**src/tmr_pkg.sv**
```systemverilog
// Purpose: constants and state type for the 16-bit capture/compare timer
// Assumes: byte-wide registers, each on its own 32-bit wishbone word
// Notes: byte address of every register is a multiple of four
package tmr_pkg;
    localparam logic [7:0] ADR_CTRL_A = 8'h00;
    localparam logic [7:0] ADR_CTRL_B = 8'h04;
    localparam logic [7:0] ADR_CNT_L = 8'h08;
    localparam logic [7:0] ADR_CNT_H = 8'h0c;
    localparam logic [7:0] ADR_OCRA_L = 8'h10;
    localparam logic [7:0] ADR_OCRA_H = 8'h14;
    localparam logic [7:0] ADR_OCRB_L = 8'h18;
    localparam logic [7:0] ADR_OCRB_H = 8'h1c;
    localparam logic [7:0] ADR_ICR_L = 8'h20;
    localparam logic [7:0] ADR_ICR_H = 8'h24;
    localparam logic [7:0] ADR_MASK = 8'h28;
    localparam logic [7:0] ADR_FLAGS = 8'h2c;

    // flag and mask bit positions
    localparam int B_OVF = 7;
    localparam int B_CMPA = 6;
    localparam int B_CMPB = 5;
    localparam int B_CAP = 3;
    localparam logic [7:0] IRQ_BITS = 8'he8;

    // interrupt request / vector-done order
    localparam int IV_OVF = 3;
    localparam int IV_CMPA = 2;
    localparam int IV_CMPB = 1;
    localparam int IV_CAP = 0;

    // control b fields
    localparam int CB_NF = 7;
    localparam int CB_EDGE = 6;
    localparam int CB_WGM_HI = 4;
    localparam int CB_WGM_LO = 3;
    localparam int CB_CS_HI = 2;
    localparam int CB_CS_LO = 0;
    localparam logic [7:0] CTRL_B_WMASK = 8'hdf;

    // control a fields
    localparam int CA_CAPSRC = 4;
    localparam int CA_FRC_A = 3;
    localparam int CA_FRC_B = 2;
    localparam int CA_WGM_HI = 1;
    localparam int CA_WGM_LO = 0;
    localparam logic [7:0] CTRL_A_WMASK = 8'h13;

    localparam logic [2:0] CS_STOP = 3'h0;
    localparam logic [2:0] CS_DIV1 = 3'h1;
    localparam logic [2:0] CS_DIV8 = 3'h2;
    localparam logic [2:0] CS_DIV64 = 3'h3;
    localparam logic [2:0] CS_DIV256 = 3'h4;
    localparam logic [2:0] CS_DIV1024 = 3'h5;
    localparam logic [2:0] CS_EXT_FALL = 3'h6;
    localparam logic [2:0] CS_EXT_RISE = 3'h7;

    localparam logic [9:0] PRE_M8 = 10'h007;
    localparam logic [9:0] PRE_M64 = 10'h03f;
    localparam logic [9:0] PRE_M256 = 10'h0ff;
    localparam logic [9:0] PRE_M1024 = 10'h3ff;

    localparam logic [3:0] W_NORMAL = 4'h0;
    localparam logic [3:0] W_PC8 = 4'h1;
    localparam logic [3:0] W_PC9 = 4'h2;
    localparam logic [3:0] W_PC10 = 4'h3;
    localparam logic [3:0] W_CLR_OCRA = 4'h4;
    localparam logic [3:0] W_FAST8 = 4'h5;
    localparam logic [3:0] W_FAST9 = 4'h6;
    localparam logic [3:0] W_FAST10 = 4'h7;
    localparam logic [3:0] W_PFC_ICR = 4'h8;
    localparam logic [3:0] W_PFC_OCRA = 4'h9;
    localparam logic [3:0] W_PC_ICR = 4'ha;
    localparam logic [3:0] W_PC_OCRA = 4'hb;
    localparam logic [3:0] W_CLR_ICR = 4'hc;
    localparam logic [3:0] W_FAST_ICR = 4'he;
    localparam logic [3:0] W_FAST_OCRA = 4'hf;

    localparam logic [15:0] TOP_MAX = 16'hffff;
    localparam logic [15:0] TOP_8 = 16'h00ff;
    localparam logic [15:0] TOP_9 = 16'h01ff;
    localparam logic [15:0] TOP_10 = 16'h03ff;
    localparam logic [15:0] BOTTOM = 16'h0000;
    localparam logic [15:0] ONE16 = 16'h0001;
    localparam logic [9:0] ONE10 = 10'h001;
    localparam logic [23:0] RD_PAD = 24'h000000;
    localparam int NF_LEN = 4;

    typedef struct packed {
        logic ack;
        logic [7:0] rdat;
        logic [7:0] ctrl_a;
        logic [7:0] ctrl_b;
        logic [15:0] cnt;
        logic [15:0] ocra;
        logic [15:0] ocrb;
        logic [15:0] icr;
        logic [7:0] temp;
        logic [7:0] mask;
        logic [7:0] flags;
        logic [9:0] presc;
        logic [1:0] cap_sync;
        logic [1:0] acmp_sync;
        logic [1:0] ext_sync;
        logic ext_prev;
        logic [NF_LEN-1:0] nf_shift;
        logic cap_filt;
        logic cap_prev;
        logic block;
        logic dir_down;
        logic [3:0] irq;
        logic match_a;
        logic match_b;
    } tmr_state_t;
endpackage

```
**src/tmr_timer16.sv**
```systemverilog
// Purpose: 16-bit timer with two compare channels and one capture channel
// Assumes: classic wishbone slave, byte registers in bits 7:0 of each word
// Notes: one clock; pins pass two flip-flops before any logic reads them
//
// Summary of operation
// - with filter on, capture input changes only after four equal samples
// - edge select zero captures falling edges, one captures rising edges
// - capture copies the counter into the capture register and sets its flag
// - capture pin is ignored while the capture register is the top value
// - clock select: stop, undivided, or divided by 8, 64, 256, 1024
// - codes 110 and 111 count falling or rising edges of the count pin
// - count pin edges count whatever direction the pin has
// - high bytes pass one shared temporary byte for atomic access
// - a counter write blocks all compare matches on the next timer tick
// - both compare registers are compared with the counter on every timer tick
// - mask bits 7,6,5,3; request needs enable, global enable and flag
// - overflow flag in normal and clear-on-match modes at counter overflow
// - compare flag set in the tick after counter equals the compare value
// - a forced compare never sets a compare flag
// - flags clear on vector execution or on writing a one to them
// - with capture register as top, capture flag sets on reaching top
// - capture source is the pin or the analog comparator output
// - flags: overflow 7, compare a 6, compare b 5, capture 3, reset zero
// - four-bit waveform mode picks sequence and top; normal top is ffff
//
// The register addresses and the Wishbone interface to the registers were left to the implementer.
`timescale 1ns/100ps
module tmr_timer16
    import tmr_pkg::*;
(
    input wire logic i_mclk,
    input wire logic i_resetn,
    input wire logic i_wb_cyc,
    input wire logic i_wb_stb,
    input wire logic i_wb_we,
    input wire logic [3:0] i_wb_sel,
    input wire logic [7:0] i_wb_adr,
    input wire logic [31:0] i_wb_dat,
    output logic o_wb_ack,
    output logic [31:0] o_wb_dat,
    input wire logic i_capture_pin,
    input wire logic i_acomp_out,
    input wire logic i_external_count_pin,
    input wire logic i_global_ie,
    input wire logic [3:0] i_vector_done,
    output logic [3:0] o_irq_req,
    output logic o_compare_output_a,
    output logic o_compare_output_b
);

    tmr_state_t s_ff;
    tmr_state_t nxt_s;

    logic req;
    logic wr;
    logic rd;
    logic [7:0] wdat;
    logic [3:0] wgm;
    logic [2:0] cs;
    logic [15:0] top;
    logic icr_top;
    logic cap_raw;
    logic cap_edge;
    logic cap_evt;
    logic ext_fall;
    logic ext_rise;
    logic tick;
    logic hit_a;
    logic hit_b;
    logic frc_a;
    logic frc_b;
    logic ovf;
    logic [7:0] set;
    logic [7:0] clr;

    function automatic logic is_dual(input logic [3:0] w);
        is_dual = w inside {W_PC8, W_PC9, W_PC10, W_PFC_ICR, W_PFC_OCRA,
                            W_PC_ICR, W_PC_OCRA};
    endfunction

    function automatic logic is_fast(input logic [3:0] w);
        is_fast = w inside {W_FAST8, W_FAST9, W_FAST10, W_FAST_ICR, W_FAST_OCRA};
    endfunction

    function automatic logic is_icr_top(input logic [3:0] w);
        is_icr_top = w inside {W_PFC_ICR, W_PC_ICR, W_CLR_ICR, W_FAST_ICR};
    endfunction

    function automatic logic [15:0] top_of(input logic [3:0] w,
                                           input logic [15:0] a,
                                           input logic [15:0] c);
        case (w)
            W_PC8, W_FAST8: top_of = TOP_8;
            W_PC9, W_FAST9: top_of = TOP_9;
            W_PC10, W_FAST10: top_of = TOP_10;
            W_CLR_OCRA, W_PFC_OCRA, W_PC_OCRA, W_FAST_OCRA: top_of = a;
            W_CLR_ICR, W_PFC_ICR, W_PC_ICR, W_FAST_ICR: top_of = c;
            default: top_of = TOP_MAX;
        endcase
    endfunction

    function automatic logic presc_hit(input logic [9:0] p, input logic [9:0] m);
        presc_hit = (p & m) == m;
    endfunction

    always_comb begin
        nxt_s = s_ff;
        req = i_wb_cyc && i_wb_stb && !s_ff.ack;
        wr = req && i_wb_we && i_wb_sel[0];
        rd = req && !i_wb_we;
        wdat = i_wb_dat[7:0];
        wgm = {s_ff.ctrl_b[CB_WGM_HI:CB_WGM_LO], s_ff.ctrl_a[CA_WGM_HI:CA_WGM_LO]};
        cs = s_ff.ctrl_b[CB_CS_HI:CB_CS_LO];
        top = top_of(wgm, s_ff.ocra, s_ff.icr);
        icr_top = is_icr_top(wgm);

        // input synchronisers; stage 0 feeds stage 1 only
        nxt_s.cap_sync = {s_ff.cap_sync[0], i_capture_pin};
        nxt_s.acmp_sync = {s_ff.acmp_sync[0], i_acomp_out};
        nxt_s.ext_sync = {s_ff.ext_sync[0], i_external_count_pin};
        nxt_s.ext_prev = s_ff.ext_sync[1];

        // capture path
        cap_raw = s_ff.ctrl_a[CA_CAPSRC] ? s_ff.acmp_sync[1] : s_ff.cap_sync[1];
        nxt_s.nf_shift = {s_ff.nf_shift[NF_LEN-2:0], cap_raw};
        if (!s_ff.ctrl_b[CB_NF]) begin
            nxt_s.cap_filt = cap_raw;
        end else if (&s_ff.nf_shift) begin
            nxt_s.cap_filt = 1'b1;
        end else if (~|s_ff.nf_shift) begin
            nxt_s.cap_filt = 1'b0;
        end
        nxt_s.cap_prev = s_ff.cap_filt;
        cap_edge = (s_ff.cap_filt != s_ff.cap_prev) &&
                   (s_ff.cap_filt == s_ff.ctrl_b[CB_EDGE]);
        cap_evt = cap_edge && !icr_top;

        // timer tick; the count pin is read from its input path only, so an
        // output-configured pin still counts
        nxt_s.presc = s_ff.presc + ONE10;
        ext_fall = s_ff.ext_prev && !s_ff.ext_sync[1];
        ext_rise = !s_ff.ext_prev && s_ff.ext_sync[1];
        unique case (cs)
            CS_STOP: tick = 1'b0;
            CS_DIV1: tick = 1'b1;
            CS_DIV8: tick = presc_hit(s_ff.presc, PRE_M8);
            CS_DIV64: tick = presc_hit(s_ff.presc, PRE_M64);
            CS_DIV256: tick = presc_hit(s_ff.presc, PRE_M256);
            CS_DIV1024: tick = presc_hit(s_ff.presc, PRE_M1024);
            CS_EXT_FALL: tick = ext_fall;
            CS_EXT_RISE: tick = ext_rise;
        endcase

        // compare against the value the counter holds during this tick
        hit_a = tick && (s_ff.cnt == s_ff.ocra) && !s_ff.block;
        hit_b = tick && (s_ff.cnt == s_ff.ocrb) && !s_ff.block;
        frc_a = wr && (i_wb_adr == ADR_CTRL_A) && wdat[CA_FRC_A] &&
                !is_dual(wgm) && !is_fast(wgm);
        frc_b = wr && (i_wb_adr == ADR_CTRL_A) && wdat[CA_FRC_B] &&
                !is_dual(wgm) && !is_fast(wgm);
        nxt_s.match_a = hit_a || frc_a;
        nxt_s.match_b = hit_b || frc_b;

        // counting sequence
        ovf = 1'b0;
        if (tick) begin
            nxt_s.block = 1'b0;
            if (is_dual(wgm)) begin
                if (!s_ff.dir_down) begin
                    if (s_ff.cnt >= top) begin
                        nxt_s.dir_down = 1'b1;
                        nxt_s.cnt = s_ff.cnt - ONE16;
                    end else begin
                        nxt_s.cnt = s_ff.cnt + ONE16;
                    end
                end else if (s_ff.cnt == BOTTOM) begin
                    nxt_s.dir_down = 1'b0;
                    nxt_s.cnt = s_ff.cnt + ONE16;
                    ovf = 1'b1;
                end else begin
                    nxt_s.cnt = s_ff.cnt - ONE16;
                end
            end else if (s_ff.cnt == top) begin
                nxt_s.cnt = BOTTOM;
                ovf = is_fast(wgm) || (s_ff.cnt == TOP_MAX);
            end else begin
                nxt_s.cnt = s_ff.cnt + ONE16;
                ovf = s_ff.cnt == TOP_MAX;
            end
        end

        // capture register load
        if (cap_evt) begin
            nxt_s.icr = s_ff.cnt;
        end

        // flags: a set in the same cycle as a clear wins
        set = 8'h00;
        set[B_OVF] = ovf;
        set[B_CMPA] = hit_a;
        set[B_CMPB] = hit_b;
        set[B_CAP] = cap_evt || (icr_top && tick && (s_ff.cnt == top));
        clr = 8'h00;
        if (wr && (i_wb_adr == ADR_FLAGS)) begin
            clr = wdat & IRQ_BITS;
        end
        clr[B_OVF] = clr[B_OVF] | i_vector_done[IV_OVF];
        clr[B_CMPA] = clr[B_CMPA] | i_vector_done[IV_CMPA];
        clr[B_CMPB] = clr[B_CMPB] | i_vector_done[IV_CMPB];
        clr[B_CAP] = clr[B_CAP] | i_vector_done[IV_CAP];
        nxt_s.flags = ((s_ff.flags & ~clr) | set) & IRQ_BITS;

        // requests gated by enable, global enable and flag
        nxt_s.irq[IV_OVF] = s_ff.flags[B_OVF] && s_ff.mask[B_OVF] && i_global_ie;
        nxt_s.irq[IV_CMPA] = s_ff.flags[B_CMPA] && s_ff.mask[B_CMPA] && i_global_ie;
        nxt_s.irq[IV_CMPB] = s_ff.flags[B_CMPB] && s_ff.mask[B_CMPB] && i_global_ie;
        nxt_s.irq[IV_CAP] = s_ff.flags[B_CAP] && s_ff.mask[B_CAP] && i_global_ie;

        // register writes; a counter write overrides this cycle's count
        nxt_s.ack = req;
        if (wr) begin
            case (i_wb_adr)
                ADR_CTRL_A: nxt_s.ctrl_a = wdat & CTRL_A_WMASK;
                ADR_CTRL_B: nxt_s.ctrl_b = wdat & CTRL_B_WMASK;
                ADR_CNT_H, ADR_OCRA_H, ADR_OCRB_H, ADR_ICR_H: begin
                    nxt_s.temp = wdat;
                end
                ADR_CNT_L: begin
                    nxt_s.cnt = {s_ff.temp, wdat};
                    nxt_s.block = 1'b1;
                end
                ADR_OCRA_L: nxt_s.ocra = {s_ff.temp, wdat};
                ADR_OCRB_L: nxt_s.ocrb = {s_ff.temp, wdat};
                ADR_ICR_L: nxt_s.icr = {s_ff.temp, wdat};
                ADR_MASK: nxt_s.mask = wdat & IRQ_BITS;
                default: ;
            endcase
        end

        // register reads; a low byte read latches its high byte into temp
        if (rd) begin
            case (i_wb_adr)
                ADR_CTRL_A: nxt_s.rdat = s_ff.ctrl_a;
                ADR_CTRL_B: nxt_s.rdat = s_ff.ctrl_b;
                ADR_CNT_L: begin
                    nxt_s.rdat = s_ff.cnt[7:0];
                    nxt_s.temp = s_ff.cnt[15:8];
                end
                ADR_OCRA_L: begin
                    nxt_s.rdat = s_ff.ocra[7:0];
                    nxt_s.temp = s_ff.ocra[15:8];
                end
                ADR_OCRB_L: begin
                    nxt_s.rdat = s_ff.ocrb[7:0];
                    nxt_s.temp = s_ff.ocrb[15:8];
                end
                ADR_ICR_L: begin
                    nxt_s.rdat = s_ff.icr[7:0];
                    nxt_s.temp = s_ff.icr[15:8];
                end
                ADR_CNT_H, ADR_OCRA_H, ADR_OCRB_H, ADR_ICR_H: begin
                    nxt_s.rdat = s_ff.temp;
                end
                ADR_MASK: nxt_s.rdat = s_ff.mask;
                ADR_FLAGS: nxt_s.rdat = s_ff.flags;
                default: nxt_s.rdat = 8'h00;
            endcase
        end
    end

    always_ff @(posedge i_mclk) begin
        if (!i_resetn) begin
            s_ff <= '0;
        end else begin
            s_ff <= nxt_s;
        end
    end

    assign o_wb_ack = s_ff.ack;
    assign o_wb_dat = {RD_PAD, s_ff.rdat};
    assign o_irq_req = s_ff.irq;
    assign o_compare_output_a = s_ff.match_a;
    assign o_compare_output_b = s_ff.match_b;
endmodule

```
**config.mk**
```make
export PLATFORM = sky130hd
export DESIGN_NAME = tmr_timer16
export DESIGN_NICKNAME = d
export VERILOG_FILES = /design/src/tmr_pkg.sv /design/src/tmr_timer16.sv
export SDC_FILE = /design/constraint.sdc
export NUM_CORES = 1
export LEC_CHECK = 0
export BUFFER_PORTS_ARGS = -buffer_cell sky130_fd_sc_hd__buf_2
export CAP_MARGIN = 10
export CELL_PAD_IN_SITES_DETAIL_PLACEMENT = 0
export CELL_PAD_IN_SITES_GLOBAL_PLACEMENT = 2
export CORE_AREA = 2 2 149 151
export DETAILED_ROUTE_END_ITERATION = 10
export DIE_AREA = 0 0 151 153
export PLACE_DENSITY = 0.91
export RECOVER_POWER = 100
export SLEW_MARGIN = 20
export SYNTH_ARGS = -nofsm -noshare
export SYNTH_HDL_FRONTEND = slang
export SYNTH_SLANG_ARGS = --single-unit
```
**constraint.sdc**
```tcl
create_clock -name i_mclk -period 5.4 [get_ports i_mclk]
set_input_delay 0.81 -clock i_mclk [delete_from_list [all_inputs] [get_ports i_mclk]]
set_output_delay 0.81 -clock i_mclk [all_outputs]
set_load 0.01 [all_outputs]
```
Word level (Yosys, flattened, before mapping)
Index checks and enable logic that the tools add are counted.
{"block": "totals", "regBits": 134, "output_inout_bits": 39, "word_cells": 178, "input_bits": 57}
{"block": "classes", "eq_ne": 43, "n_bitwise": 7, "magnitude_cmp": 1, "n_mux": 36, "reduce_logical": 63, "addsub": 3}
{"op": "two-way mux 16 bit", "n": 11}
{"op": "two-way mux 80 bit", "n": 1}
{"op": "one-hot mux 16 bit (5 select lines)", "n": 1}
{"op": "one-hot mux 8 bit (9 select lines)", "n": 1}
{"op": "equality test 16 bit", "n": 3}
{"op": "equality test 8 x 5 -> 1 bit, second input constant", "n": 4}
{"op": "equality test 8 x 6 -> 1 bit, second input constant", "n": 4}
{"op": "two-way mux 8 bit", "n": 4}
{"op": "one-hot mux 8 bit (4 select lines)", "n": 1}
{"op": "logical AND 1 bit", "n": 31}
{"op": "equality test 4 bit, second input constant", "n": 7}
{"op": "adder 16 x 1 -> 16 bit, second input constant", "n": 1}
{"op": "equality test 16 bit, second input constant", "n": 1}
{"op": "equality test 4 x 3 -> 1 bit, second input constant", "n": 4}
{"op": "equality test 8 x 4 -> 1 bit, second input constant", "n": 2}
{"op": ">= comparator 16 bit", "n": 1}
{"op": "zero test 16 bit", "n": 1}
{"op": "OR reduction 4 bit", "n": 4}
{"op": "subtractor 16 x 1 -> 16 bit, second input constant", "n": 1}
{"op": "equality test 3 bit, second input constant", "n": 5}
{"op": "two-way mux 1 bit", "n": 15}
{"op": "AND reduction 2 bit", "n": 6}
{"op": "adder 10 x 1 -> 10 bit, second input constant", "n": 1}
{"op": "equality test 10 bit, second input constant", "n": 1}
{"op": "25 further kinds", "n": 42}

Depth between registers and ports, before layout
Gate-level depths: netlist of run 1.
{"block": "logic_depth", "depth_word": 12, "mapped_depth": 16}

Worst setup path after synthesis of run 1
No wires, ideal clock.
{"block": "synth_timing", "kind": "reg-to-reg", "from": "reg s_ff[123] (netlist name)", "to": "reg s_ff[107] (netlist name)", "stages_incl_launch_ff": 16, "t_arrival_ns": 3.097, "n_path_buf": 3, "slack_ns": 2.168, "period_less_slack_ns": 3.232, "setup_time_ns": 0.135, "cell_sequence": "dfxtp_1 -> buf_2 -> inv_1 -> clkbuf_1 -> nand2_1 -> o22a_1 -> o22a_1 -> ha_1 -> nand4_1 -> a311oi_2 -> a211oi_2 -> nor3_2 -> buf_6 -> nor3_1 -> o31ai_1 -> a31oi_1"}
{"block": "synth_via", "elab_chain_cells": 10, "elab_cells_between_ends": 30}
{"item": "from (decl)", "line": "tmr_timer16.sv:51", "text": "tmr_state_t s_ff;"}
{"item": "from (signal assigned)", "line": "tmr_timer16.sv:275", "text": "s_ff <= nxt_s;"}
{"item": "equality test 4 bit, or another cell as far along", "line": "tmr_timer16.sv:77, tmr_timer16.sv:92"}
{"item": "OR reduction 4 bit or OR reduction 2 bit (tied branches)", "line": "tmr_timer16.sv:92", "text": "case (w)"}
{"item": "one-hot mux 16 bit (5 select lines)", "line": "tmr_timer16.sv:92"}
{"item": ">= comparator 16 bit", "line": "tmr_timer16.sv:170", "text": "if (s_ff.cnt >= top) begin"}
{"item": "two-way mux 16 bit", "line": "tmr_timer16.sv:170"}
{"item": "two-way mux 16 bit", "line": "tmr_timer16.sv:169", "text": "if (!s_ff.dir_down) begin"}
{"item": "two-way mux 16 bit (*)", "line": "tmr_timer16.sv:168", "text": "if (is_dual(wgm)) begin"}
{"item": "two-way mux 16 bit (*)", "line": "tmr_timer16.sv:166", "text": "if (tick) begin"}
{"item": "two-way mux 16 bit", "line": "tmr_timer16.sv:222", "text": "case (i_wb_adr)"}
{"item": "two-way mux 80 bit (*)", "line": "tmr_timer16.sv:221", "text": "if (wr) begin"}
Mark *: on every way between the ends. The rest lies on a longest branch, timed or not.
A chain may end at the register's enable or synchronous reset.

Worst setup path in the final report of run 1
{"block": "layout_timing", "from": "reg s_ff[122] (netlist name)", "to": "reg s_ff[107] (netlist name)"}
The elaborated chain is that of the path after synthesis.

==> run_results.csv, run 1 <==
group,metric,value,unit
run_status,status,"finished, violations left",
run_status,violations,"max-capacitance violations, max-slew violations",
layout,n_antenna_cell,0,
placed_design,io_buffers,44,
detailed_routing,routed-via-count,7397,
sta,worst-slew-pin-transition,2.817,ns
layout,fillers,2244,
layout,final_util,40.08,%
setup_path,cpMostUsedCell,"nand2_1",
detailed_routing,vias_per_cell,5.802,
floorplanning,die_h,153,microns
sta,worst_slack,0.6175,ns
global_route,grt_max_degree,61,
floorplanning,dieArea,23100,sq um
setup_path,crit_path_start_kind,"flop",
floorplanning,die_w,151,microns
setup_path,end_kind,"flop",
placed_design,dp_slack,0.9458,ns
clock_network,root_buffer,"clkbuf_16",
clock_network,clkSinkCount,130,
sta,period_share,88.56,%
logic_synthesis,syn_inst,979,
pwr,p_leak,3.356,nW
floorplanning,core_area,21490,sq um
setup_path,worstPathMaxFanout,16,
setup_path,setup.worst_path.class,"flop to flop",
layout,final_cells,1275,
layout,area_growth,10.02,%
detailed_routing,routedWlPerCell,20.56,microns
setup_path,slowest_stage,"dfxtp_1",
run,maxCapViolCount,2,
logic_synthesis,ys_ff_latch,130,
clock_network,post_cts_buffers,0,
clock_network,clkSlewWorstSetupHoldPaths,0.07,ns
worst_hold_path,min_path_type,"flop to flop",
setup_path,critPathMaxStageDelay,0.70,ns
setup_path,crit_arrival,5.14,ns
clock_network,ctsResizeCount,0,
logic_synthesis,synth_flop_cell,"dfxtp_1",
placed_design,gp_congestion,0.8878,
clock_network,hold_buffers,0,
clock_network,numCtsBuffers,17,
floorplanning,initial_utilization,36.43,%
clock_network,h-tree-depth,4,
sta,slew_headroom,-87.82,%
placed_design,hpwl,18090,microns
layout,nets,1060,
setup_path,r2r_start,"s_ff[122]",
logic_synthesis,syn-cell-area,7828,sq um
setup_path,cp_data_required_time,5.76,ns
detailed_routing,drt_first_pass_iters,6,
layout,drive_gt1_share,9.849,%
global_route,track_usage,23.05,%
logic_synthesis,ys_warn_count,0,
detailed_routing,drc,0,
pwr,powerDensity,266.6,nW/um^2
sta,setup_viol_count_final,0,
sta,finalSetupTns,0,ns
setup_path,critPathLaunch,"s_ff[122]",
sta,period_needed,4.782,ns
global_route,grt-ovfl-total,0,
logic_synthesis,yosysUniqueCellTypes,73,
placed_design,dp.cells,1243,
detailed_routing,wirelength,26210,microns
sta,hold_viol_final,0,
logic_synthesis,ys_seq_area_share,33.25,%
sta,skew,0.01007,ns
detailed_routing,drt_iter0_markers,669,
logic_synthesis,synth_edf_count,0,
global_route,grt_pass1_wl,40560,microns
logic_synthesis,async_flop_share,0,%
global_route,grt_pass1_vias,6898,
pwr,ir_drop,0.2031,mV
floorplanning,io_pins,96,
global_route,antenna_found_initial,0,
setup_path,worstPathCellList,"nor2b_1, nand2_1, o22a_1, o22ai_1, ha_1, nand2_1, o21ai_0, a21o_1, a211oi_2, nor3_2, clkbuf_1, nand3_1, a211o_1, a31oi_1",
sta,grt_setup_unrepaired,"no",
clock_network,clockBufferDepth,2,
clock_network,cts_tree,"built",
logic_synthesis,syn_avg_cell_area,7.995,sq um
sta,max_freq,209.1,MHz
worst_hold_path,min-delay-start,"nxt_s[16]",
floorplanning,rows,54,
clock_network,insertion_delay,0.43,ns
detailed_routing,detail-route-antenna-nets,0,
sta,slew_viol_final,82,
## flip-flops by register name, indices dropped and copies added (netlist names)
register,cells
o_compare_output_b,1
o_compare_output_a,1
o_wb_dat,8
s_ff,104
cs,3
o_wb_ack,1
nxt_s,8
o_irq_req,4
## placed cells by master, fill, tap and decap left out, drive strengths merged, types with 13 or more instances in the layout
| cell type | instances |
|---|---|
| ha | 21 |
| mux2i | 32 |
| dfxtp | 130 |
| nor2 | 104 |
| inv | 18 |
| nor4 | 15 |
| nand3 | 23 |
| buf | 38 |
| o21ai | 38 |
| a31oi | 13 |
| and2 | 18 |
| nand2 | 109 |
| nor3 | 22 |
| and3 | 20 |
| a22oi | 47 |
| xor2 | 39 |
| a211oi | 21 |
| clkbuf | 42 |
| a21oi | 79 |
| conb | 24 |
## routing by layer
| metal | part of all wire [%] | GRT usage, % |
|---|---|---|
| met3 | 7.2 | 4.806 |
| met2 | 44 | 34.44 |
| met1 | 45 | 31.98 |
| met5 | 0 | 0 |
| met4 | 3.8 | 10.01 |
## final timing paths
| path | endpoint | slack, ns | cells after the start |
|---|---|---|---|
| worst max-delay path | s_ff[107] | 0.62 | 14 |
| worst max register to register | s_ff[107] | 0.62 | 14 |
| worst min-delay path | nxt_s[14] | 0.44 | 1 |
| worst min register to register | nxt_s[14] | 0.44 | 1 |
## synth_stat cells, types with 6 or more instances
| library cell | number | area share [%] |
|---|---|---|
| o211ai_1 | 6 | 0.58 |
| buf_2 | 11 | 0.70 |
| a21oi_1 | 78 | 5.0 |
| mux2i_1 | 32 | 4.1 |
| mux2_2 | 8 | 1.2 |
| a211oi_1 | 20 | 1.9 |
| nand3b_1 | 8 | 0.77 |
| buf_4 | 39 | 3.7 |
| nand2b_1 | 11 | 0.88 |
| o22ai_1 | 9 | 0.72 |
| o21ai_0 | 34 | 2.2 |
| nor3_1 | 20 | 1.3 |
| inv_1 | 8 | 0.38 |
| dfxtp_1 | 130 | 33 |
| nand3_1 | 23 | 1.5 |
| a31oi_1 | 13 | 1.0 |
| a311oi_1 | 9 | 1.0 |
| nand2_1 | 107 | 5.1 |
| and2_1 | 18 | 1.4 |
| xor2_1 | 39 | 4.4 |
| and3_1 | 19 | 1.5 |
| or3_1 | 8 | 0.64 |
| ha_1 | 21 | 3.4 |
| nor2_1 | 100 | 4.8 |
| clkbuf_1 | 46 | 2.2 |
| nand4_1 | 11 | 0.88 |
| nor4_1 | 13 | 1.0 |
| o22a_1 | 9 | 1.0 |
| a22oi_1 | 47 | 4.5 |
## per-stage QoR
| stage | total power, mW | hold WS [ns] | area (sq um) |
|---|---|---|---|
| floorplan | 1.114 | 0.4119 | 7914 |
| global route | 2.371 | 0.4641 | 8612 |
| global placement | 1.157 | 0.4198 | 8083 |
| finish | 2.296 | 0.4389 | 8612 |
| detailed placement | 1.158 | 0.4264 | 8083 |
| CTS | 2.316 | 0.4457 | 8672 |
## logic make-up (layout without fill, tap and decap cells)
| group | after synthesis | after routing | share of synthesized area [%] |
|---|---|---|---|
| flip-flops | 130 | 130 | 33.25 |
| multiplexers | 40 | 40 | 5.243 |
| buffers and inverters | 111 | 104 | 7.561 |
| AND/OR/NAND/NOR | 366 | 366 | 23.07 |
| XOR/XNOR | 43 | 43 | 4.811 |
| AO/OA/AOI/OAI | 267 | 267 | 22.67 |
| other | 1 | 24 | 0.04791 |
| adder cells (fa/ha/maj) | 21 | 21 | 3.357 |
## report_power, final
part	internal (mW)	leakage, nW	switching (mW)
sequential	0.970	1.05	0.0293
clock	0.620	0.283	0.538
combinational	0.0466	2.02	0.0923
total	1.64	3.36	0.660
## final cells by class
cell class	instances	area [sq um]	area share, %
sequential	130	2603	30.22
inverter	9	33.78	0.3923
clock inverter	15	163.9	1.903
multi-input combinational	761	4722	54.83
clock buffer	17	425.4	4.940
tap	280	350.3	4.068
timing repair buffer	63	314.1	3.647
## critical path: cells and delay by family (launching register included)
family / cells / cell delay (ns)
and+or+nand+nor: 5 / 1.72
adders and majority gates: 1 / 0.20
AOI/OAI and AO/OA: 7 / 1.64
buffers and inverters: 1 / 0.44
DFF: 1 / 0.70
Power figures use the tool's default switching activity.
==> run 2, diff against run 1 <==
- CORE_AREA: 2 2 149 151 -> 2 2 153 155
- DIE_AREA: 0 0 151 153 -> 0 0 155 157
- PLACE_DENSITY: 0.91 -> 0.87
- clock period: 5.4 -> 4.7 ns (I/O delays scaled with it)
==> run 2 against run 1 <==
Against the previous run:
- the flow still finishes with violations (max-capacitance violations, max-slew violations)
- largest power group unchanged
- via count down 1.5%
- critical path depth down 1
- maximum frequency up 14%
- register-to-register slack worse by 0.13 ns
- non-clock buffer count up 2
==> run_results.csv, run 2 (synthesis gave the netlist of run 1 again) <==
group,metric,value,unit
sta,hold_viol_final,0,
clock_network,h-tree-depth,4,
pwr,seqPwrFrac,43.4,%
layout,layout_commonest_cell,"dfxtp_1",
floorplanning,dieArea,24340,sq um
clock_network,clkSlewWorstSetupHoldPaths,0.07,ns
pwr,switching_share,28.52,%
sta,worst-slew-pin-transition,2.271,ns
detailed_routing,drt_iter0_markers,760,
layout,n_antenna_cell,0,
detailed_routing,drt_first_pass_iters,8,
clock_network,cts_tree,"built",
floorplanning,rows,55,
floorplanning,core_area,22500,sq um
floorplanning,die_h,157,microns
floorplanning,io_pins,96,
layout,area_growth,10.74,%
global_route,antenna_found_initial,0,
global_route,grt_pass1_vias,6705,
detailed_routing,routed-via-count,7286,
layout,drive_gt1_share,11.03,%
setup_path,worstPathCellList,"inv_1, nand2_1, o22a_1, o22ai_1, ha_1, a21oi_1, o21ai_0, a21o_1, a211o_1, nand2_1, a22oi_1, or4_1, o211ai_1",
setup_path,rrSetupSlack,0.49,ns
placed_design,hpwl,18420,microns
pwr,p_clk_share,50.2,%
clock_network,post_cts_buffers,0,
pwr,ir_drop,0.1662,mV
setup_path,r2r_end,"s_ff[115]",
sta,finalSetupTns,0,ns
sta,slew_headroom,-51.42,%
floorplanning,initial_utilization,34.78,%
worst_hold_path,min-delay-start,"nxt_s[18]",
detailed_routing,drc,0,
floorplanning,die_w,155,microns
sta,setup_viol_count_final,0,
sta,skew,0.01250,ns
run_status,violations,"max-capacitance violations, max-slew violations",
setup_path,cp_data_required_time,5.01,ns
sta,worst_slack,0.4884,ns
setup_path,slowest_stage,"dfxtp_1",
layout,final_util,38.52,%
setup_path,crit_arrival,4.53,ns
run,maxCapViolCount,2,
clock_network,root_buffer,"clkbuf_16",
placed_design,gp_congestion,0.9042,
worst_hold_path,min_path_type,"flop to flop",
clock_network,hold_buffers,0,
setup_path,critPathMaxStageDelay,0.67,ns
detailed_routing,detail-route-antenna-nets,0,
setup_path,ff2ff_path_depth,13,
clock_network,ctsResizeCount,0,
detailed_routing,vias_per_cell,5.683,
sta,grt_setup_unrepaired,"no",
worst_hold_path,whs_path_depth,1,
layout,largest_register_ffs,104,
clock_network,insertion_delay,0.43,ns
run_status,status,"finished, violations left",
pwr,p_leak,3.410,nW
placed_design,dp_slack,0.6876,ns
setup_path,setup.worst_path.class,"flop to flop",
clock_network,numCtsBuffers,17,
clock_network,clkSinkCount,130,
setup_path,worstPathMaxFanout,18,
placed_design,placed_area,8117,sq um
pwr,internal-power,1.879,mW
worst_hold_path,hold_end,"s_ff[18]",
layout,final_area,8668,sq um
pwr,pwr-share-comb,6.4,%
sta,period_share,89.61,%
global_route,grt_max_degree,98,
global_route,track_usage,21.86,%
setup_path,crit_path_start_kind,"flop",
sta,max_freq,237.4,MHz
pwr,powerDensity,303.2,nW/um^2
clock_network,clockBufferDepth,2,
layout,nets,1062,
setup_path,end_kind,"flop",
detailed_routing,wirelength,26490,microns
placed_design,io_buffers,44,
layout,largest_register,"s_ff",
sta,slew_viol_final,98,
global_route,grt-ovfl-total,0,
pwr,p_sw,0.7496,mW
setup_path,cpMostUsedCell,"nand2_1",
global_route,grt_pass1_wl,40400,microns
detailed_routing,routedWlPerCell,20.66,microns
sta,period_needed,4.212,ns
setup_path,r2r_start,"s_ff[123]",
layout,final_cell_mix,"dfxtp_1, nand2_1, nor2_1",
-- run 2: changes by cell type in the layout (fill, tap and decap cells not counted), moves of 2 or more --
cell / delta
clkbuf_2: +2
inv_8: -2
and2_0: -5
clkbuf_1: -9
o21ai_0: -2
and2_1: +5
buf_2: +2
buf_4: +7
-- run 2: power groups by stage --
stage                     combinational, mW  clock [mW]  sequential (mW)
after floorplan                       0.132           0             1.15
after global routing                  0.185        1.40             1.14
after global placement                0.168           0             1.17
after CTS                             0.169        1.34             1.14
after detailed placement              0.168           0             1.17
final                                 0.169        1.32             1.14
-- run 2: worst max-delay path, delay by kind of cell, from the launching register on --
| family | cells | cell delay, ns |
|---|---|---|
| and+or+nand+nor | 3 | 1.25 |
| DFF | 1 | 0.67 |
| adders and majority gates | 1 | 0.36 |
| AOI/OAI and AO/OA | 8 | 1.46 |
| buffers and inverters | 1 | 0.35 |
-- run 2: routing by layer --
metal | up-vias | routed length [microns] | GRT usage (%)
met5 | - | 0 | 0
met4 | 0 | 675 | 7.628
met3 | 40 | 2027 | 5.920
met2 | 264 | 11530 | 32.85
met1 | 3456 | 12260 | 30.11
li1 | 3526 | - | -
-- run 2: worst max-delay path by stage --
stage / to / from / depth (start not counted)
global placement: s_ff[106] / s_ff[123] / 14
finish: s_ff[115] / s_ff[123] / 13
detailed placement: s_ff[106] / s_ff[123] / 14
floorplan: s_ff[107] / s_ff[123] / 15
global route: s_ff[115] / s_ff[123] / 13
CTS: s_ff[106] / s_ff[123] / 14
-- run 2: area by class of cell --
type,instances,area (sq um)
inverter,9,33.78
clock inverter,15,165.2
multi-input combinational,761,4732
fill,2358,13830
sequential,130,2603
timing repair buffer,65,352.8
tap,285,356.6
clock buffer,17,425.4
-- run 2: per-stage QoR --
stage	hold slack [ns]	instances	power, mW
2_1_floorplan	0.4119	1002	1.280
3_3_place_gp	0.4127	1250	1.334
3_5_place_dp	0.4235	1250	1.334
4_1_cts	0.4390	1282	2.651
5_1_grt	0.4561	1282	2.723
6_report	0.4329	1282	2.628
==> run 3, diff against run 2 <==
--- a/config.mk
+++ b/config.mk
@@ -7,2 +7,3 @@
 export LEC_CHECK = 0
+export ABC_AREA = 1
 export BUFFER_PORTS_ARGS = -buffer_cell sky130_fd_sc_hd__buf_2
@@ -11,5 +12,6 @@
 export CELL_PAD_IN_SITES_GLOBAL_PLACEMENT = 2
-export CORE_AREA = 2 2 153 155
+export CORE_AREA = 2 2 160 162
+export CTS_CLUSTER_SIZE = 14
 export DETAILED_ROUTE_END_ITERATION = 10
-export DIE_AREA = 0 0 155 157
+export DIE_AREA = 0 0 162 164
 export PLACE_DENSITY = 0.87
--- a/constraint.sdc
+++ b/constraint.sdc
@@ -3,2 +3,2 @@
 set_output_delay 0.705 -clock i_mclk [all_outputs]
-set_load 0.01 [all_outputs]
+set_load 0.05 [all_outputs]
==> run 3 against run 2 <==
Against the previous run:
- the run still ends with max-capacitance violations, max-slew violations left
- sequential power about the same
- clock skew up 0.0049 ns
- synthesized cell count grew 21%
- maximum frequency is 3.6% higher
- die area rose by 9.2%
- sequential share of layout area is 0.57 points lower
- critical path type unchanged
- largest cell class unchanged
==> run_results.csv, run 3 <==
group,metric,value,unit
floorplanning,io_pins,96,
sta,max_freq,246.0,MHz
pwr,power,2.596,mW
clock_network,h-tree-depth,4,
global_route,grt_pass1_vias,7259,
setup_path,crit_path_start_kind,"flop",
layout,largest_register,"s_ff",
clock_network,ctsResizeCount,0,
pwr,powerDensity,293.8,nW/um^2
clock_network,root_buffer,"clkbuf_16",
clock_network,numCtsBuffers,17,
logic_synthesis,synth_flop_cell,"dfxtp_1",
setup_path,ff2ff_path_depth,21,
logic_synthesis,ys_warn_count,0,
setup_path,cp_data_required_time,5.01,ns
sta,hold_viol_final,0,
logic_synthesis,synth_edf_count,0,
layout,final_cell_mix,"nand2_1, inv_1, a21oi_1",
global_route,grt_pass1_wl,43010,microns
logic_synthesis,synth.top_cell.area_share,32.12,%
layout,largest_register_ffs,104,
sta,period_needed,4.066,ns
clock_network,post_cts_buffers,0,
setup_path,worstPathCellList,"nor2_1, nand2_1, inv_1, nand2_1, nand2_1, a21oi_1, a221oi_1, ha_1, nand2_1, inv_1, nand2_1, nor2_1, nand2_1, nand2_1, nor2_1, nand2_2, nand3_2, inv_1, nand3_1, nand3_1, a21oi_1",
setup_path,critPathMaxStageDelay,0.75,ns
logic_synthesis,yosysTopAreaCell,"dfxtp_1",
detailed_routing,routedWlPerCell,18.38,microns
setup_path,r2r_end,"s_ff[117]",
sta,timing.hold.ws,0.4243,ns
run,maxCapViolCount,1,
logic_synthesis,ys_seq_area_share,32.12,%
sta,worst-slew-pin-transition,2.549,ns
setup_path,rrSetupSlack,0.63,ns
logic_synthesis,syn_avg_cell_area,6.848,sq um
sta,slew_viol_final,59,
setup_path,setup.worst_path.class,"flop to flop",
logic_synthesis,syn-cell-area,8102,sq um
sta,finalSetupTns,0,ns
detailed_routing,vias_per_cell,5.174,
clock_network,clkSlewWorstSetupHoldPaths,0.08,ns
floorplanning,initial_utilization,32.64,%
global_route,antenna_found_initial,1,
detailed_routing,drc,0,
placed_design,dp_slack,0.8974,ns
logic_synthesis,yosysUniqueCellTypes,45,
clock_network,insertion_delay,0.44,ns
setup_path,crit_arrival,4.37,ns
pwr,p_leak,3.780,nW
detailed_routing,detail-route-antenna-nets,0,
detailed_routing,drt_iter0_markers,673,
placed_design,gp_congestion,0.9626,
floorplanning,die_w,162,microns
clock_network,cts_tree,"built",
logic_synthesis,async_flop_share,0,%
sta,skew,0.01736,ns
logic_synthesis,syn_inst,1183,
layout,layout_commonest_cell,"nand2_1",
setup_path,worstPathMaxFanout,12,
floorplanning,die_h,164,microns
layout,nets,1263,
detailed_routing,drt_first_pass_iters,5,
clock_network,hold_buffers,0,
sta,setup_viol_count_final,0,
layout,area_growth,9.066,%
clock_network,clockBufferDepth,2,
logic_synthesis,yosysMostFrequentCell,"nand2_1",
logic_synthesis,synth_common_cells,"nand2_1, inv_1, a21oi_1",
detailed_routing,routed-via-count,7906,
floorplanning,core_area,24820,sq um
global_route,grt-ovfl-total,0,
floorplanning,dieArea,26570,sq um
worst_hold_path,whs_path_depth,2,
worst_hold_path,hold_end,"s_ff[18]",
layout,drive_gt1_share,10.27,%
clock_network,clkSinkCount,130,
pwr,ir_drop,0.1641,mV
run_status,status,"finished, violations left",
global_route,grt_max_degree,59,
setup_path,r2r_start,"s_ff[127]",
placed_design,hpwl,20490,microns
worst_hold_path,min-delay-start,"nxt_s[18]",
logic_synthesis,synth_top_cells_by_area,"dfxtp_1, nand2_1, a21oi_1",
setup_path,end_kind,"flop",
run_status,violations,"max-capacitance violations, max-slew violations",
sta,worst_slack,0.6344,ns
sta,period_share,86.50,%
floorplanning,rows,58,
global_route,track_usage,21.36,%
worst_hold_path,min_path_type,"flop to flop",
placed_design,io_buffers,44,
setup_path,slowest_stage,"a21oi_1",
logic_synthesis,ys_ff_latch,130,
sta,slew_headroom,-69.92,%
detailed_routing,wirelength,28080,microns
layout,n_antenna_cell,0,
sta,grt_setup_unrepaired,"no",
setup_path,cpMostUsedCell,"nand2_1",
==> run 3: cell count changes after synthesis, sizes merged, moves of 22 or more <==
cell    before  now
mux2i       32    0
clkbuf      46   19
o21ai       38  120
a22oi       47    0
a21oi       79  145
o22ai        9   48
nor2       104   82
nand3       23   60
nand2      109  217
inv          9  156
==> run 3: where the power goes <==
part,switching [mW],leakage [nW],internal (mW)
registers,0.00511,1.05,1.11
clock network,0.629,0.283,0.713
logic,0.111,2.45,0.0269
==> run 3: cells by family (layout without fill, tap and decap cells) <==
| kind of cell | Yosys count | in the layout | share of synthesized area [%] |
|---|---|---|---|
| simple gates | 408 | 408 | 23.29 |
| xor+xnor | 35 | 35 | 3.784 |
| other cells | 1 | 24 | 0.04629 |
| flops | 130 | 130 | 32.12 |
| fa+ha+maj | 21 | 21 | 3.243 |
| compound gates | 341 | 341 | 23.07 |
| buf+inv | 247 | 239 | 14.44 |
==> run 3: layout make-up <==
class                      instances  area, sq um
fill                            2797        15980
timing repair buffer              49        230.2
clock buffer                      17        425.4
sequential                       130         2603
multi-input combinational        829         4413
clock inverter                    15        158.9
inverter                         158        593.1
tap                              330        412.9
==> run 3: how the worst max path moves through the flow <==
stage               startpoint         to  slack (ns)  depth (start not counted)
floorplan            s_ff[127]  s_ff[105]        2.07                         22
global placement     s_ff[127]  s_ff[117]        0.97                         21
detailed placement   s_ff[127]  s_ff[117]        0.90                         21
CTS                  s_ff[127]  s_ff[117]        0.87                         21
global route         s_ff[127]  s_ff[117]        0.31                         21
finish               s_ff[127]  s_ff[117]        0.63                         21
==> run 3: layer usage <==
| layer | vias up | global-route usage [%] | share of wire, % |
|---|---|---|---|
| met5 | - | 0 | 0.046 |
| met4 | 2 | 5.953 | 1.7 |
| met3 | 40 | 3.106 | 5.4 |
| met2 | 240 | 33.97 | 45 |
| met1 | 3730 | 30.16 | 48 |
| li1 | 3894 | - | - |
==> run 3: stage by stage <==
| stage | area [sq um] | utilization, % | cells |
|---|---|---|---|
| after global routing | 8836 | 35.60 | 1528 |
| after global placement | 8282 | 33.37 | 1496 |
| after detailed placement | 8282 | 33.37 | 1496 |
| after CTS | 8866 | 35.72 | 1528 |
| after floorplan | 8188 | - | 1206 |
| final | 8836 | 35.60 | 1528 |
==> run 3: critical path: cells and delay by family, from the launching register on <==
| kind | cells | cell delay, ns |
|---|---|---|
| AOI/OAI and AO/OA | 3 | 0.97 |
| adders and majority gates | 1 | 0.35 |
| buffers and inverters | 3 | 0.38 |
| DFF | 1 | 0.44 |
| and+or+nand+nor | 14 | 1.77 |
